File: config.mk
export PLATFORM = sky130hd
export DESIGN_NAME = lin_sbc_watchdog_mode_control
export DESIGN_NICKNAME = d
export VERILOG_FILES = /design/src/sbc_pkg.sv /design/src/sbc_osc_tick.sv /design/src/sbc_axil_slave.sv /design/src/lin_sbc_watchdog_mode_control.sv
export SDC_FILE = /design/constraint.sdc
export NUM_CORES = 1
export LEC_CHECK = 0
export BUFFER_PORTS_ARGS = -buffer_cell sky130_fd_sc_hd__clkbuf_2
export CAP_MARGIN = 20
export CORE_MARGIN = 2
export CORE_UTILIZATION = 45
export CTS_BUF_LIST = sky130_fd_sc_hd__clkbuf_16
export DETAILED_ROUTE_END_ITERATION = 7
export PLACE_DENSITY = 0.65
export SYNTH_ARGS = -nofsm -noshare
export SYNTH_HDL_FRONTEND = slang
export SYNTH_SLANG_ARGS = --single-unit
File: constraint.sdc
create_clock -name aclk -period 9.5 [get_ports aclk]
set_clock_uncertainty 0.2 [all_clocks]
set_input_delay 1.9 -clock aclk [delete_from_list [all_inputs] [get_ports aclk]]
set_output_delay 1.9 -clock aclk [all_outputs]
set_load 0.01 [all_outputs]
File: src/sbc_pkg.sv
/*
  Shared constants and types of the LIN basis-chip control logic: register
  map, field positions, reset values, timing counts and the mode encoding.
  Assumes a 100 MHz system clock and a 32-bit AXI4-Lite register port.
*/
`default_nettype none
package sbc_pkg;
  localparam int unsigned CLK_MHZ = 100;
  // Times in microseconds as printed, cycle counts derived from them
  localparam int unsigned LEAD_TIME_US    = 155_000;
  localparam int unsigned DOM_TIMEOUT_US  = 6_000;
  localparam int unsigned DOM_SLEEP_US    = 20_000;
  localparam int unsigned LEAD_CYCLES     = LEAD_TIME_US * CLK_MHZ;
  localparam int unsigned DOM_CYCLES      = DOM_TIMEOUT_US * CLK_MHZ + 1;
  localparam int unsigned DOM_SLEEP_CYC   = DOM_SLEEP_US * CLK_MHZ + 1;
  // Watchdog intervals in oscillator periods
  localparam int unsigned WDT_CLOSED_OSC  = 16;
  localparam int unsigned WDT_OPEN_OSC    = 16;
  localparam int unsigned WDT_RESET_OSC   = 4;
  localparam int unsigned WDT_OSC_CYC_RST = 100;

  // Register byte addresses
  localparam logic [7:0] CTRL_OFFS   = 8'h00;
  localparam logic [7:0] STATUS_OFFS = 8'h04;
  localparam logic [7:0] OSC_OFFS    = 8'h08;
  // Control fields
  localparam int unsigned CTRL_SLEEP_BIT  = 0;
  localparam int unsigned CTRL_SILENT_BIT = 1;
  localparam logic [1:0]  CTRL_RESET      = 2'h0;

  typedef enum logic [3:0] {
    MODE_FAILSAFE = 4'b0001,
    MODE_NORMAL   = 4'b0010,
    MODE_SILENT   = 4'b0100,
    MODE_SLEEP    = 4'b1000
  } sbc_mode_t;

  typedef enum logic [2:0] {
    WDT_LEAD   = 3'b001,
    WDT_CLOSED = 3'b010,
    WDT_OPEN   = 3'b100
  } wdt_state_t;

  typedef struct packed {
    logic       local_wake;
    logic       wake_seen;
    logic       dom_timeout;
    logic       wdt_fail;
    logic [3:0] mode;
  } sbc_status_t;
endpackage : sbc_pkg
`default_nettype wire

File: src/sbc_osc_tick.sv
/*
  Watchdog oscillator model: a divider whose period in system cycles is set
  by software, standing in for the resistor-set oscillator.
  Assumes a period of at least two cycles.
*/
`default_nettype none
module sbc_osc_tick
  import sbc_pkg::*;
#(
  parameter int unsigned WIDTH = 16
) (
  input  wire logic             aclk,
  input  wire logic             aresetn,
  input  wire logic             ce,
  input  wire logic             run,
  input  wire logic [WIDTH-1:0] period,
  output logic                  tick
);
  if (WIDTH < 2) begin : g_bad_width
    $error("osc width too small");
  end
  logic [WIDTH-1:0] count;
  wire              wrap = (count >= period - 1'b1);
  assign tick = run & wrap;

  // Window and reset intervals scale with this period; the lead time is counted in system cycles
  always_ff @(posedge aclk) begin
    if (!aresetn) count <= '0;
    else if (ce) count <= (!run || wrap) ? '0 : count + 1'b1;
  end
endmodule : sbc_osc_tick
`default_nettype wire

File: src/sbc_axil_slave.sv
/*
  AXI4-Lite slave for the three control registers. One write and one read
  at a time; write address and data taken in either order.
  Assumes the master holds payloads until taken.
*/
`default_nettype none
module sbc_axil_slave
  import sbc_pkg::*;
(
  input  wire logic        aclk,
  input  wire logic        aresetn,
  input  wire logic        ce,
  input  wire logic [7:0]  s_axi_awaddr,
  input  wire logic        s_axi_awvalid,
  output logic             s_axi_awready,
  input  wire logic [31:0] s_axi_wdata,
  input  wire logic [3:0]  s_axi_wstrb,
  input  wire logic        s_axi_wvalid,
  output logic             s_axi_wready,
  output logic [1:0]       s_axi_bresp,
  output logic             s_axi_bvalid,
  input  wire logic        s_axi_bready,
  input  wire logic [7:0]  s_axi_araddr,
  input  wire logic        s_axi_arvalid,
  output logic             s_axi_arready,
  output logic [31:0]      s_axi_rdata,
  output logic [1:0]       s_axi_rresp,
  output logic             s_axi_rvalid,
  input  wire logic        s_axi_rready,
  input  wire logic [31:0] status_word,
  input  wire logic [15:0] osc_reset_val,
  output logic [1:0]       ctrl,
  output logic [15:0]      osc_period
);
  logic        aw_held;
  logic        w_held;
  logic [7:0]  aw_addr;
  logic [31:0] w_data;
  logic [3:0]  w_strb;
  logic        osc_loaded;

  assign s_axi_awready = ce & ~aw_held & ~s_axi_bvalid;
  assign s_axi_wready  = ce & ~w_held & ~s_axi_bvalid;
  assign s_axi_arready = ce & ~s_axi_rvalid;

  wire       aw_now  = aw_held | s_axi_awvalid;
  wire [7:0] aw_cur  = aw_held ? aw_addr : s_axi_awaddr;
  wire [31:0] wd_cur = w_held ? w_data : s_axi_wdata;
  wire [3:0] ws_cur  = w_held ? w_strb : s_axi_wstrb;
  wire       do_wr   = ce & ~s_axi_bvalid & aw_now & (w_held | s_axi_wvalid);
  wire       wr_ctrl = (aw_cur == CTRL_OFFS);
  wire       wr_osc  = (aw_cur == OSC_OFFS);
  wire       wr_hit  = wr_ctrl | wr_osc | (aw_cur == STATUS_OFFS);
  wire       rd_ctrl = (s_axi_araddr == CTRL_OFFS);
  wire       rd_stat = (s_axi_araddr == STATUS_OFFS);
  wire       rd_osc  = (s_axi_araddr == OSC_OFFS);
  wire [31:0] rd_word = rd_ctrl ? {30'h0, ctrl}
                      : rd_stat ? status_word
                      : rd_osc  ? {16'h0, osc_period} : 32'h0;

  always_ff @(posedge aclk) begin
    if (!aresetn) begin
      aw_held <= 1'b0;
      w_held <= 1'b0;
      aw_addr <= 8'h00;
      w_data <= 32'h0000_0000;
      w_strb <= 4'h0;
      s_axi_bvalid <= 1'b0;
      s_axi_bresp <= 2'h0;
      ctrl <= CTRL_RESET;
      osc_period <= 16'h0000;
      osc_loaded <= 1'b0;
    end else if (ce) begin
      // Oscillator period taken from the strap after release
      if (!osc_loaded) begin
        osc_period <= osc_reset_val;
        osc_loaded <= 1'b1;
      end
      if (do_wr) begin
        aw_held <= 1'b0;
        w_held <= 1'b0;
        s_axi_bvalid <= 1'b1;
        s_axi_bresp <= wr_hit ? 2'h0 : 2'h2;
        if (wr_ctrl && ws_cur[0]) ctrl <= wd_cur[1:0];
        if (wr_osc && ws_cur[0]) osc_period[7:0] <= wd_cur[7:0];
        if (wr_osc && ws_cur[1]) osc_period[15:8] <= wd_cur[15:8];
      end else begin
        if (s_axi_awvalid && s_axi_awready) begin
          aw_held <= 1'b1;
          aw_addr <= s_axi_awaddr;
        end
        if (s_axi_wvalid && s_axi_wready) begin
          w_held <= 1'b1;
          w_data <= s_axi_wdata;
          w_strb <= s_axi_wstrb;
        end
        if (s_axi_bvalid && s_axi_bready) s_axi_bvalid <= 1'b0;
      end
    end
  end

  always_ff @(posedge aclk) begin
    if (!aresetn) begin
      s_axi_rvalid <= 1'b0;
      s_axi_rdata <= 32'h0000_0000;
      s_axi_rresp <= 2'h0;
    end else if (ce) begin
      if (s_axi_arvalid && s_axi_arready) begin
        s_axi_rvalid <= 1'b1;
        s_axi_rdata <= rd_word;
        s_axi_rresp <= (rd_ctrl | rd_stat | rd_osc) ? 2'h0 : 2'h2;
      end else if (s_axi_rready) begin
        s_axi_rvalid <= 1'b0;
      end
    end
  end
endmodule : sbc_axil_slave
`default_nettype wire

File: src/lin_sbc_watchdog_mode_control.sv
/*
  Digital control of a LIN basis chip: mode controller, window watchdog,
  transmit dominant timeout, receive gating, wake handling and the
  auxiliary supply switch. Pins are synchronous to aclk; the reset output
  and the transmit pin are open-drain style with output enables.
*/
`default_nettype none
module lin_sbc_watchdog_mode_control
  import sbc_pkg::*;
#(
  parameter int unsigned LEAD_CYC   = LEAD_CYCLES,
  parameter int unsigned DOM_CYC    = DOM_CYCLES,
  parameter int unsigned DOM_SL_CYC = DOM_SLEEP_CYC,
  parameter int unsigned CNT_W      = 25
) (
  input  wire logic        aclk,
  input  wire logic        aresetn,
  input  wire logic        ce,
  input  wire logic        wdt_trigger_in_n,
  input  wire logic        ctrl_enable_pin,
  input  wire logic        tx_in,
  output logic             tx_out,
  output logic             tx_oe_n,
  output logic             ctrl_rx_pin,
  output logic             reset_out_n,
  output logic             reset_oe_n,
  output logic             aux_supply_switch_out,
  output logic             bus_drive_dominant,
  input  wire logic        bus_level,
  input  wire logic        local_wake_in_n,
  input  wire logic        ignition_wake_in,
  input  wire logic        bus_wake,
  input  wire logic        undervoltage,
  input  wire logic        watchdog_off_sel,
  input  wire logic [15:0] wdt_oscillator_set,
  input  wire logic [7:0]  s_axi_awaddr,
  input  wire logic        s_axi_awvalid,
  output logic             s_axi_awready,
  input  wire logic [31:0] s_axi_wdata,
  input  wire logic [3:0]  s_axi_wstrb,
  input  wire logic        s_axi_wvalid,
  output logic             s_axi_wready,
  output logic [1:0]       s_axi_bresp,
  output logic             s_axi_bvalid,
  input  wire logic        s_axi_bready,
  input  wire logic [7:0]  s_axi_araddr,
  input  wire logic        s_axi_arvalid,
  output logic             s_axi_arready,
  output logic [31:0]      s_axi_rdata,
  output logic [1:0]       s_axi_rresp,
  output logic             s_axi_rvalid,
  input  wire logic        s_axi_rready
);
  if ((LEAD_CYC >= 2**CNT_W) || (DOM_SL_CYC >= 2**CNT_W) || (DOM_CYC < 1)
      || (LEAD_CYC < 1) || (DOM_CYC >= DOM_SL_CYC)) begin : g_bad_timing
    $error("bad timing parameters");
  end

  sbc_mode_t   mode;
  sbc_mode_t   next_mode;
  wdt_state_t  wdt_st;
  sbc_status_t status;
  logic [1:0]  ctrl;
  logic [15:0] osc_period;
  logic        osc_tick;
  logic [CNT_W-1:0] lead_cnt;
  logic [7:0]  win_cnt;
  logic [7:0]  rst_cnt;
  logic        trig_d;
  logic        ign_d;
  logic [CNT_W-1:0] dom_cnt;
  logic        wdt_fail;
  logic        local_wake;
  logic        wake_seen;

  sbc_axil_slave u_regs (
    .aclk          (aclk),
    .aresetn       (aresetn),
    .ce            (ce),
    .s_axi_awaddr  (s_axi_awaddr),
    .s_axi_awvalid (s_axi_awvalid),
    .s_axi_awready (s_axi_awready),
    .s_axi_wdata   (s_axi_wdata),
    .s_axi_wstrb   (s_axi_wstrb),
    .s_axi_wvalid  (s_axi_wvalid),
    .s_axi_wready  (s_axi_wready),
    .s_axi_bresp   (s_axi_bresp),
    .s_axi_bvalid  (s_axi_bvalid),
    .s_axi_bready  (s_axi_bready),
    .s_axi_araddr  (s_axi_araddr),
    .s_axi_arvalid (s_axi_arvalid),
    .s_axi_arready (s_axi_arready),
    .s_axi_rdata   (s_axi_rdata),
    .s_axi_rresp   (s_axi_rresp),
    .s_axi_rvalid  (s_axi_rvalid),
    .s_axi_rready  (s_axi_rready),
    .status_word   ({24'h00_0000, status}),
    .osc_reset_val (wdt_oscillator_set),
    .ctrl          (ctrl),
    .osc_period    (osc_period)
  );

  // Watchdog runs only in Normal and Fail-safe with mode-select low
  wire wdt_run  = ((mode == MODE_NORMAL) || (mode == MODE_FAILSAFE))
                  && !watchdog_off_sel;
  wire in_reset = (rst_cnt != 8'h00);

  sbc_osc_tick #(.WIDTH(16)) u_osc (
    .aclk    (aclk),
    .aresetn (aresetn),
    .ce      (ce),
    // Keeps ticking through reset, else the reset time never ends
    .run     (wdt_run),
    .period  (osc_period),
    .tick    (osc_tick)
  );

  wire trig_fall   = trig_d && !wdt_trigger_in_n;
  wire good_trig   = wdt_run && (wdt_st == WDT_OPEN) && trig_fall;
  wire early_trig  = wdt_run && (wdt_st == WDT_CLOSED) && trig_fall;
  wire window_end  = osc_tick && (win_cnt == 8'(WDT_OPEN_OSC - 1));
  wire missed      = wdt_run && (wdt_st == WDT_OPEN) && window_end && !trig_fall;
  wire fail_now    = !in_reset && (early_trig || missed);
  wire lead_done   = (lead_cnt == '0);

  always_ff @(posedge aclk) begin
    if (!aresetn) begin
      wdt_st <= WDT_LEAD;
      lead_cnt <= CNT_W'(LEAD_CYC - 1);
      win_cnt <= 8'h00;
      rst_cnt <= 8'h00;
      trig_d <= 1'b1;
      wdt_fail <= 1'b0;
    end else if (ce) begin
      trig_d <= wdt_trigger_in_n;
      wdt_fail <= fail_now;
      if (!wdt_run) begin
        wdt_st <= WDT_LEAD;
        lead_cnt <= CNT_W'(LEAD_CYC - 1);
        win_cnt <= 8'h00;
        rst_cnt <= 8'h00;
      end else if (fail_now) begin
        rst_cnt <= 8'(WDT_RESET_OSC);
        wdt_st <= WDT_LEAD;
        lead_cnt <= CNT_W'(LEAD_CYC - 1);
        win_cnt <= 8'h00;
      end else if (in_reset) begin
        if (osc_tick || osc_period < 16'h0002) rst_cnt <= rst_cnt - 8'h01;
      end else begin
        case (wdt_st)
          WDT_LEAD: begin
            if (lead_done) wdt_st <= WDT_OPEN;
            else lead_cnt <= lead_cnt - 1'b1;
          end
          WDT_CLOSED: begin
            if (osc_tick) begin
              if (win_cnt == 8'(WDT_CLOSED_OSC - 1)) begin
                wdt_st <= WDT_OPEN;
                win_cnt <= 8'h00;
              end else win_cnt <= win_cnt + 8'h01;
            end
          end
          WDT_OPEN: begin
            if (good_trig) begin
              wdt_st <= WDT_CLOSED;
              win_cnt <= 8'h00;
            end else if (osc_tick) win_cnt <= win_cnt + 8'h01;
          end
          default: wdt_st <= WDT_LEAD;
        endcase
      end
    end
  end

  // Dominant timeout on the transmit input
  wire dom_timeout = (dom_cnt >= CNT_W'(DOM_CYC));
  wire dom_sleep   = (dom_cnt >= CNT_W'(DOM_SL_CYC));
  always_ff @(posedge aclk) begin
    if (!aresetn) dom_cnt <= '0;
    else if (ce) begin
      if (tx_in || mode != MODE_NORMAL) dom_cnt <= '0;
      else if (!dom_sleep) dom_cnt <= dom_cnt + 1'b1;
    end
  end

  wire ign_rise  = ignition_wake_in && !ign_d;
  wire low_power = (mode == MODE_SILENT) || (mode == MODE_SLEEP);
  wire loc_wake  = low_power && (!local_wake_in_n || ign_rise);
  wire rem_wake  = low_power && bus_wake;
  wire go_sleep  = ctrl[CTRL_SLEEP_BIT] && (tx_in || dom_sleep);

  always_comb begin
    next_mode = mode;
    case (mode)
      MODE_FAILSAFE: if (ctrl_enable_pin && !in_reset) next_mode = MODE_NORMAL;
      MODE_NORMAL: begin
        if (!ctrl_enable_pin && go_sleep) next_mode = MODE_SLEEP;
        else if (!ctrl_enable_pin && ctrl[CTRL_SILENT_BIT]) next_mode = MODE_SILENT;
      end
      MODE_SILENT, MODE_SLEEP: begin
        if (loc_wake || rem_wake) next_mode = MODE_FAILSAFE;
        else if (ctrl_enable_pin) next_mode = MODE_NORMAL;
      end
      default: next_mode = MODE_FAILSAFE;
    endcase
    if (undervoltage || fail_now) next_mode = MODE_FAILSAFE;
  end

  always_ff @(posedge aclk) begin
    if (!aresetn) begin
      mode <= MODE_FAILSAFE;
      ign_d <= 1'b0;
      local_wake <= 1'b0;
      wake_seen <= 1'b0;
    end else if (ce) begin
      mode <= next_mode;
      ign_d <= ignition_wake_in;
      if (loc_wake || rem_wake) begin
        wake_seen <= 1'b1;
        local_wake <= loc_wake;
      end else if (ctrl_enable_pin) wake_seen <= 1'b0;
    end
  end

  // Outputs decoded from the mode and reset state
  wire xcvr_on = (mode == MODE_NORMAL) && !in_reset && !undervoltage;
  always_ff @(posedge aclk) begin
    if (!aresetn) begin
      bus_drive_dominant <= 1'b0;
      ctrl_rx_pin <= 1'b1;
      reset_out_n <= 1'b0;
      aux_supply_switch_out <= 1'b1;
      tx_out <= 1'b1;
      tx_oe_n <= 1'b1;
      status <= '0;
    end else if (ce) begin
      bus_drive_dominant <= xcvr_on && !tx_in && !dom_timeout;
      ctrl_rx_pin <= xcvr_on ? bus_level : 1'b1;
      reset_out_n <= !(in_reset || fail_now || undervoltage);
      aux_supply_switch_out <= (next_mode == MODE_NORMAL)
                               || (next_mode == MODE_FAILSAFE);
      // Low pull on transmit pin marks a local wake
      tx_out <= 1'b0;
      tx_oe_n <= !(wake_seen && local_wake && !ctrl_enable_pin);
      status <= '{local_wake: local_wake, wake_seen: wake_seen,
                  dom_timeout: dom_timeout, wdt_fail: wdt_fail, mode: mode};
    end
  end
  assign reset_oe_n = reset_out_n;
endmodule : lin_sbc_watchdog_mode_control
`default_nettype wire

==> results of run 1 <==
## metal layers
metal	track usage (%)	wire, um	share of wire (%)
met1	27.7	10400	49
met2	32.1	9840	46
met3	3.79	899	4.2
met4	5.14	181	0.85
met5	0	0	0
## path summary, 6_finish.rpt
check,depth (start not counted),from,slack [ns],to
max reg2reg,13,u_regs.osc_period[1],5.14,mode[2]
min reg2reg,1,lead_cnt[24],0.25,lead_cnt[24]
min,1,lead_cnt[24],0.25,lead_cnt[24]
max,5,ce,4.20,s_axi_wready
## power by group
group          internal (mW)  leakage (nW)  switching (mW)
Clock                  0.397         0.298           0.321
Sequential             0.749          1.42          0.0196
Combinational         0.0745          2.43           0.109
## flip-flops by register name, summed over array words and instances, names as in the netlist, 2 cells and up
register	cells
dom_cnt	25
u_regs.w_data	16
rst_cnt	8
mode	4
wdt_st	3
win_cnt	8
u_regs.aw_addr	8
u_regs.s_axi_rdata	16
u_regs.osc_period	16
lead_cnt	25
u_osc.count	16
u_regs.ctrl	2
status	8
u_regs.w_strb	2
## synthesized netlist by cell type, types with 3 or more instances
cell type	instances
nor3b_1	5
buf_4	20
or4_1	6
buf_2	10
nor2_1	193
o2111ai_1	3
dfxtp_1	175
and4_1	3
nor4_1	20
or2_2	4
nor3_1	47
a31oi_1	3
nand3_1	26
a21oi_1	40
o31a_1	4
buf_1	5
a22oi_1	19
o22ai_1	18
o21a_1	5
o311a_1	3
o41ai_1	3
xor2_1	38
o21ai_0	43
mux2i_1	78
nand4_1	14
nand3b_1	4
clkbuf_1	38
nand2b_1	10
inv_1	22
ha_1	23
xnor2_1	28
nor2b_1	7
and3_1	12
a32oi_1	3
nand4b_1	5
and2_1	7
or3_1	16
nand2_1	81
o31ai_1	5
o211ai_1	21
## logic make-up after synthesis
group                    after synthesis  synth area share [%]
other                                  1                0.0407
flip-flops                           175                  38.0
adder cells (fa/ha/maj)               23                  3.12
XOR/XNOR                              66                  6.27
AO/OA/AOI/OAI                        194                  14.1
AND/OR/NAND/NOR                      473                  24.9
buffers and inverters                 95                  4.82
multiplexers                          80                  8.72
## area by class of cell
class                           count  share of cell area [%]
Clock buffer                       17                    4.08
Clock inverter                     15                    1.69
Inverter                           22                   0.793
Multi-Input combinational cell    854                    51.2
Sequential cell                   175                    33.6
Tap cell                          270                    3.24
Timing Repair Buffer              106                    5.40
## worst reg2reg max path, cell delays in order, from the launching register on
cell and delay, ns:
dfxtp_1 0.38, nor4_1 0.55, nand2_1 0.23, nor4_1 0.27, xnor2_1 0.19, ha_1 0.29, a21oi_1 0.16, o21a_1 0.19
a2bb2oi_1 0.32, a41oi_2 0.18, buf_4 0.30, nor4_1 0.66, nand2_1 0.15, o21ai_0 0.21
## through the flow
step                total power, mW  cell area [um^2]
floorplan                     0.919              9280
global placement              0.965              9790
detailed placement            0.968              9820
CTS                            1.69             10400
global route                   1.74             10400
finish                         1.67             10400
==> results.json, run 1 <==
{
  "status": "finished, final reports clean",
  "cts_sinks": 175,
  "yosysTopAreaCell": "dfxtp_1",
  "critPathMaxStageDelay_ns": 0.45,
  "gp_congestion": 0.808,
  "wirelength_um": 21400,
  "antenna_found_initial": 0,
  "yosysUniqueCellTypes": 70,
  "maxSlewViolCount": 0,
  "synth-edff-count": 0,
  "syn_area_mm2": 0.00921,
  "grt_first_pass_wirelength_um": 35800,
  "tritoncts": "built",
  "worst-path-max-fanout": 29,
  "crit_family": "buffers and inverters",
  "utilization_pct": 51.7,
  "worstSetupStartpointType": "primary input",
  "crit_path_cell_trace": "clkbuf_2 -> buf_4 -> nand2b_1 -> nor2_1 -> clkbuf_2",
  "synth_seq_cells": 175,
  "setup_slack_ns": 4.20,
  "grt_max_degree": 84,
  "rsz0062_at_grt": "false",
  "synthArstFlopShare_pct": 0,
  "grt.total_usage_pct": 20.0,
  "die_h_um": 147,
  "crit_path_end_kind": "primary output",
  "max_slew_margin_pct": 31.5,
  "wire_per_inst_um": 14.6,
  "io_pins": 133,
  "cts_buffers": 17,
  "fmax_ghz": 0.189,
  "setup_viol": 0,
  "final_hold_viol_count": 0,
  "post_cts.repair.setup_buffers": 0,
  "synth_area_leaders": "dfxtp_1 38%, mux2i_1 8.5%, nor2_1 7.9%",
  "dp_slack_ns": 4.20,
  "syn_inst": 1107,
  "power.leakage_nw": 4.15,
  "insertion_delay_ns": 0.44,
  "num_rows": 52,
  "min_period_ns": 5.30,
  "diodes": 0,
  "yosysWarningCount": 0,
  "setup_tns_ns": 0,
  "coreArea_mm2": 0.0202,
  "dr.pass1.iters": 5,
  "hold_path.class": "reg2reg",
  "seq_area_frac_synth_pct": 38.0,
  "via_per_inst": 5.41,
  "areaGrowthSynthToFinish_pct": 13.1,
  "crit_slowest_cell": "buf_4",
  "layout-drive-gt1-share_pct": 13.4,
  "clockBufferDepth": 2,
  "fin_nets": 1284,
  "regArea_mm2": 0.00350,
  "die_area_mm2": 0.0216,
  "cts_root_buf": "clkbuf_16",
  "port_buffers": 96,
  "crit_arrival_ns": 3.20,
  "crit_buf_inv": 3,
  "clkTransAtPathRegs_ns": 0.07,
  "place_inst": 1427,
  "layout_commonest_cell": "nor2_1",
  "drc": 0,
  "initial_core_util_pct": 45.7,
  "post_cts_resized": 0,
  "fill_cells": 1917,
  "synth_ff_type": "dfxtp_1",
  "post-route-period-util_pct": 55.8,
  "powerDensity_mw_per_mm2": 160,
  "ctsHoldBuffers": 0,
  "avgSynthCellArea_um2": 8.32,
  "htree_levels": 4,
  "tightest_slew_ns": 1.02,
  "final_cell_mix": "193 x nor2_1, 175 x dfxtp_1, 96 x clkbuf_2, 81 x nand2_1, 78 x mux2i_1",
  "grt_pass1_vias": 7279,
  "dp_hpwl_um": 15200,
  "synth_top_area_share_pct": 38.0,
  "ir_drop_mv": 0.125,
  "critical_path_class": "in2out",
  "maxCapViolCount": 0,
  "vias": 7893,
  "final_cells": 1459,
  "detail-route-antenna-nets": 0,
  "path_common_cell": "clkbuf_2",
  "die-width_um": 147,
  "cp.required_ns": 7.40,
  "first_iter_violations": 399,
  "multi_input_comb_area_mm2": 0.00533,
  "grt-ovfl-total": 0,
  "holdWs_ns": 0.245
}
Power figures use the tool's default switching activity.
==> run 2: changes to the inputs <==
- PLACE_DENSITY: 0.65 -> 0.68
- clock period: 9.5 -> 4.6 ns (I/O delays scaled with it)
==> run 2 against run 1 <==
Global-route usage hardly changed. Clock power up 96%. Largest power group unchanged. Clock-buffer cell count unchanged. Setup slack got worse by 3.7 ns. Sequential power rose by 110%. Hold slack gained 0.0059 ns. Cell count up 0.34%. Sequential share of layout area fell by 0.053 points. Non-clock buffer count is 6 higher. Cell area up 0.16%. Register-to-register slack got worse by 4.7 ns. Critical path type is now reg2reg.
==> results.json, run 2 (synthesized netlist as in run 1, its figures left out) <==
{
  "setup_slack_ns": 0.490,
  "die_h_um": 147,
  "post_cts_resized": 0,
  "setup_viol": 0,
  "hold_path.class": "reg2reg",
  "grt_busiest_layer": "met2",
  "holdWs_ns": 0.251,
  "power.leakage_nw": 4.15,
  "post_cts.repair.setup_buffers": 0,
  "grt.total_usage_pct": 20.0,
  "dr.pass1.iters": 5,
  "antenna_found_initial": 1,
  "crit_slowest_cell": "nor4_1",
  "intPower_mw": 2.47,
  "rr_worst_depth": 13,
  "regArea_mm2": 0.00350,
  "final_cell_mix": "193 x nor2_1, 175 x dfxtp_1, 96 x clkbuf_2, 81 x nand2_1, 78 x mux2i_1",
  "crit_path_cell_trace": "nor4_1 -> nand2_1 -> nor4_1 -> xnor2_1 -> ha_1 -> nand4_1 -> nor4_1 -> o31ai_1 -> a41oi_2 -> buf_4 -> o21ai_0 -> mux2i_1 -> nand2b_1",
  "final_hold_viol_count": 0,
  "placed_cell_area_mm2": 0.00986,
  "htree_levels": 4,
  "crit_cells": 13,
  "multi_input_comb_area_mm2": 0.00533,
  "clock_power_share_pct": 41.8,
  "power_frac_seq_pct": 46.9,
  "status": "finished, final reports clean",
  "tritoncts": "built",
  "cts_sinks": 175,
  "design_area_mm2": 0.0104,
  "grt_max_degree": 81,
  "crit_buf_inv": 1,
  "diodes": 0,
  "fmax_ghz": 0.243,
  "first_iter_violations": 389,
  "drc": 0,
  "crit_path_end_kind": "register",
  "crit_family": "simple AND/OR/NAND/NOR gates",
  "p_sw_mw": 0.919,
  "tightest_slew_ns": 0.981,
  "gp_congestion": 0.809,
  "p_sw_share_pct": 27.1,
  "die-width_um": 147,
  "port_buffers": 96,
  "ir_drop_mv": 0.223,
  "combPwrFrac_pct": 11.3,
  "place_inst": 1433,
  "layout_commonest_cell": "nor2_1",
  "clockBufferDepth": 2,
  "worst_hold_path.num_cells": 1,
  "ctsHoldBuffers": 0,
  "coreArea_mm2": 0.0202,
  "setup_tns_ns": 0,
  "cts_buffers": 17,
  "maxCapViolCount": 0,
  "areaGrowthSynthToFinish_pct": 13.3,
  "initial_core_util_pct": 45.7,
  "path_common_cell": "nor4_1",
  "critical_path_class": "reg2reg",
  "via_per_inst": 5.44,
  "detail-route-antenna-nets": 0,
  "post-route-period-util_pct": 89.4,
  "io_pins": 133,
  "min_period_ns": 4.11,
  "clkTransAtPathRegs_ns": 0.07,
  "dp_slack_ns": 0.497,
  "grt-ovfl-total": 0,
  "cts_root_buf": "clkbuf_16",
  "powerDensity_mw_per_mm2": 324,
  "worstSetupStartpointType": "register",
  "fill_cells": 1937,
  "max_slew_margin_pct": 34.3,
  "wirelength_um": 21400,
  "grt_pass1_vias": 7317,
  "use_met3_pct": 4.69,
  "dp_hpwl_um": 15600,
  "rsz0062_at_grt": "false",
  "vias": 7970,
  "final_cells": 1464,
  "critPathMaxStageDelay_ns": 0.45,
  "maxSlewViolCount": 0,
  "top_regs": "dom_cnt: 25 flops, lead_cnt: 25 flops",
  "die_area_mm2": 0.0216,
  "insertion_delay_ns": 0.43,
  "layout-drive-gt1-share_pct": 13.7,
  "cp.required_ns": 4.72,
  "use_met2_pct": 31.5,
  "grtUsageMet1_pct": 27.7,
  "num_rows": 52,
  "worst-path-max-fanout": 23,
  "grt_first_pass_wirelength_um": 35700,
  "crit_arrival_ns": 4.24,
  "wire_per_inst_um": 14.6,
  "fin_nets": 1290
}
## run 2: changes by cell type in the layout (fill, tap and decap cells not counted)
cell,before,now
clkinv_4,1,0
buf_4,9,15
inv_1,22,21
bufinv_16,2,1
clkinvlp_4,1,3
clkinv_1,1,2
clkinv_2,1,0
## run 2: per-layer routing
layer  share of wire (%)  up-vias
met2                  45      174
met5                   0        -
met4                 1.2        0
li1                    -     4070
met3                 5.4       28
met1                  48     3698
## run 2: layout make-up
cell class | count | share of cell area [%]
repair buffers | 112 | 5.83
inverters | 22 | 0.791
multi-input cells | 854 | 51.1
well taps | 270 | 3.24
clock buffers | 17 | 4.08
clock inverters | 14 | 1.42
flip-flops and latches | 175 | 33.6
## run 2: power groups by stage
| stage | Clock, mW | Combinational (mW) | Sequential, mW |
|---|---|---|---|
| global route | 1.52 | 0.431 | 1.59 |
| floorplan | 0 | 0.293 | 1.60 |
| detailed placement | 0 | 0.381 | 1.62 |
| global placement | 0 | 0.374 | 1.62 |
| finish | 1.41 | 0.382 | 1.59 |
| CTS | 1.45 | 0.383 | 1.59 |
## run 2: path summary, 6_finish.rpt
path / start / endpoint / slack (ns)
worst max-delay path: u_regs.osc_period[4] / lead_cnt[1] / 0.49
worst min-delay path: lead_cnt[24] / lead_cnt[24] / 0.25
worst max register to register: u_regs.osc_period[4] / lead_cnt[1] / 0.49
worst min register to register: lead_cnt[24] / lead_cnt[24] / 0.25
## run 2: per-stage QoR
step	utilization (%)	power, mW
after floorplan	-	1.90
after global placement	48.8	2.00
after CTS	51.7	3.42
final	51.7	3.39
after detailed placement	48.9	2.00
after global routing	51.7	3.54
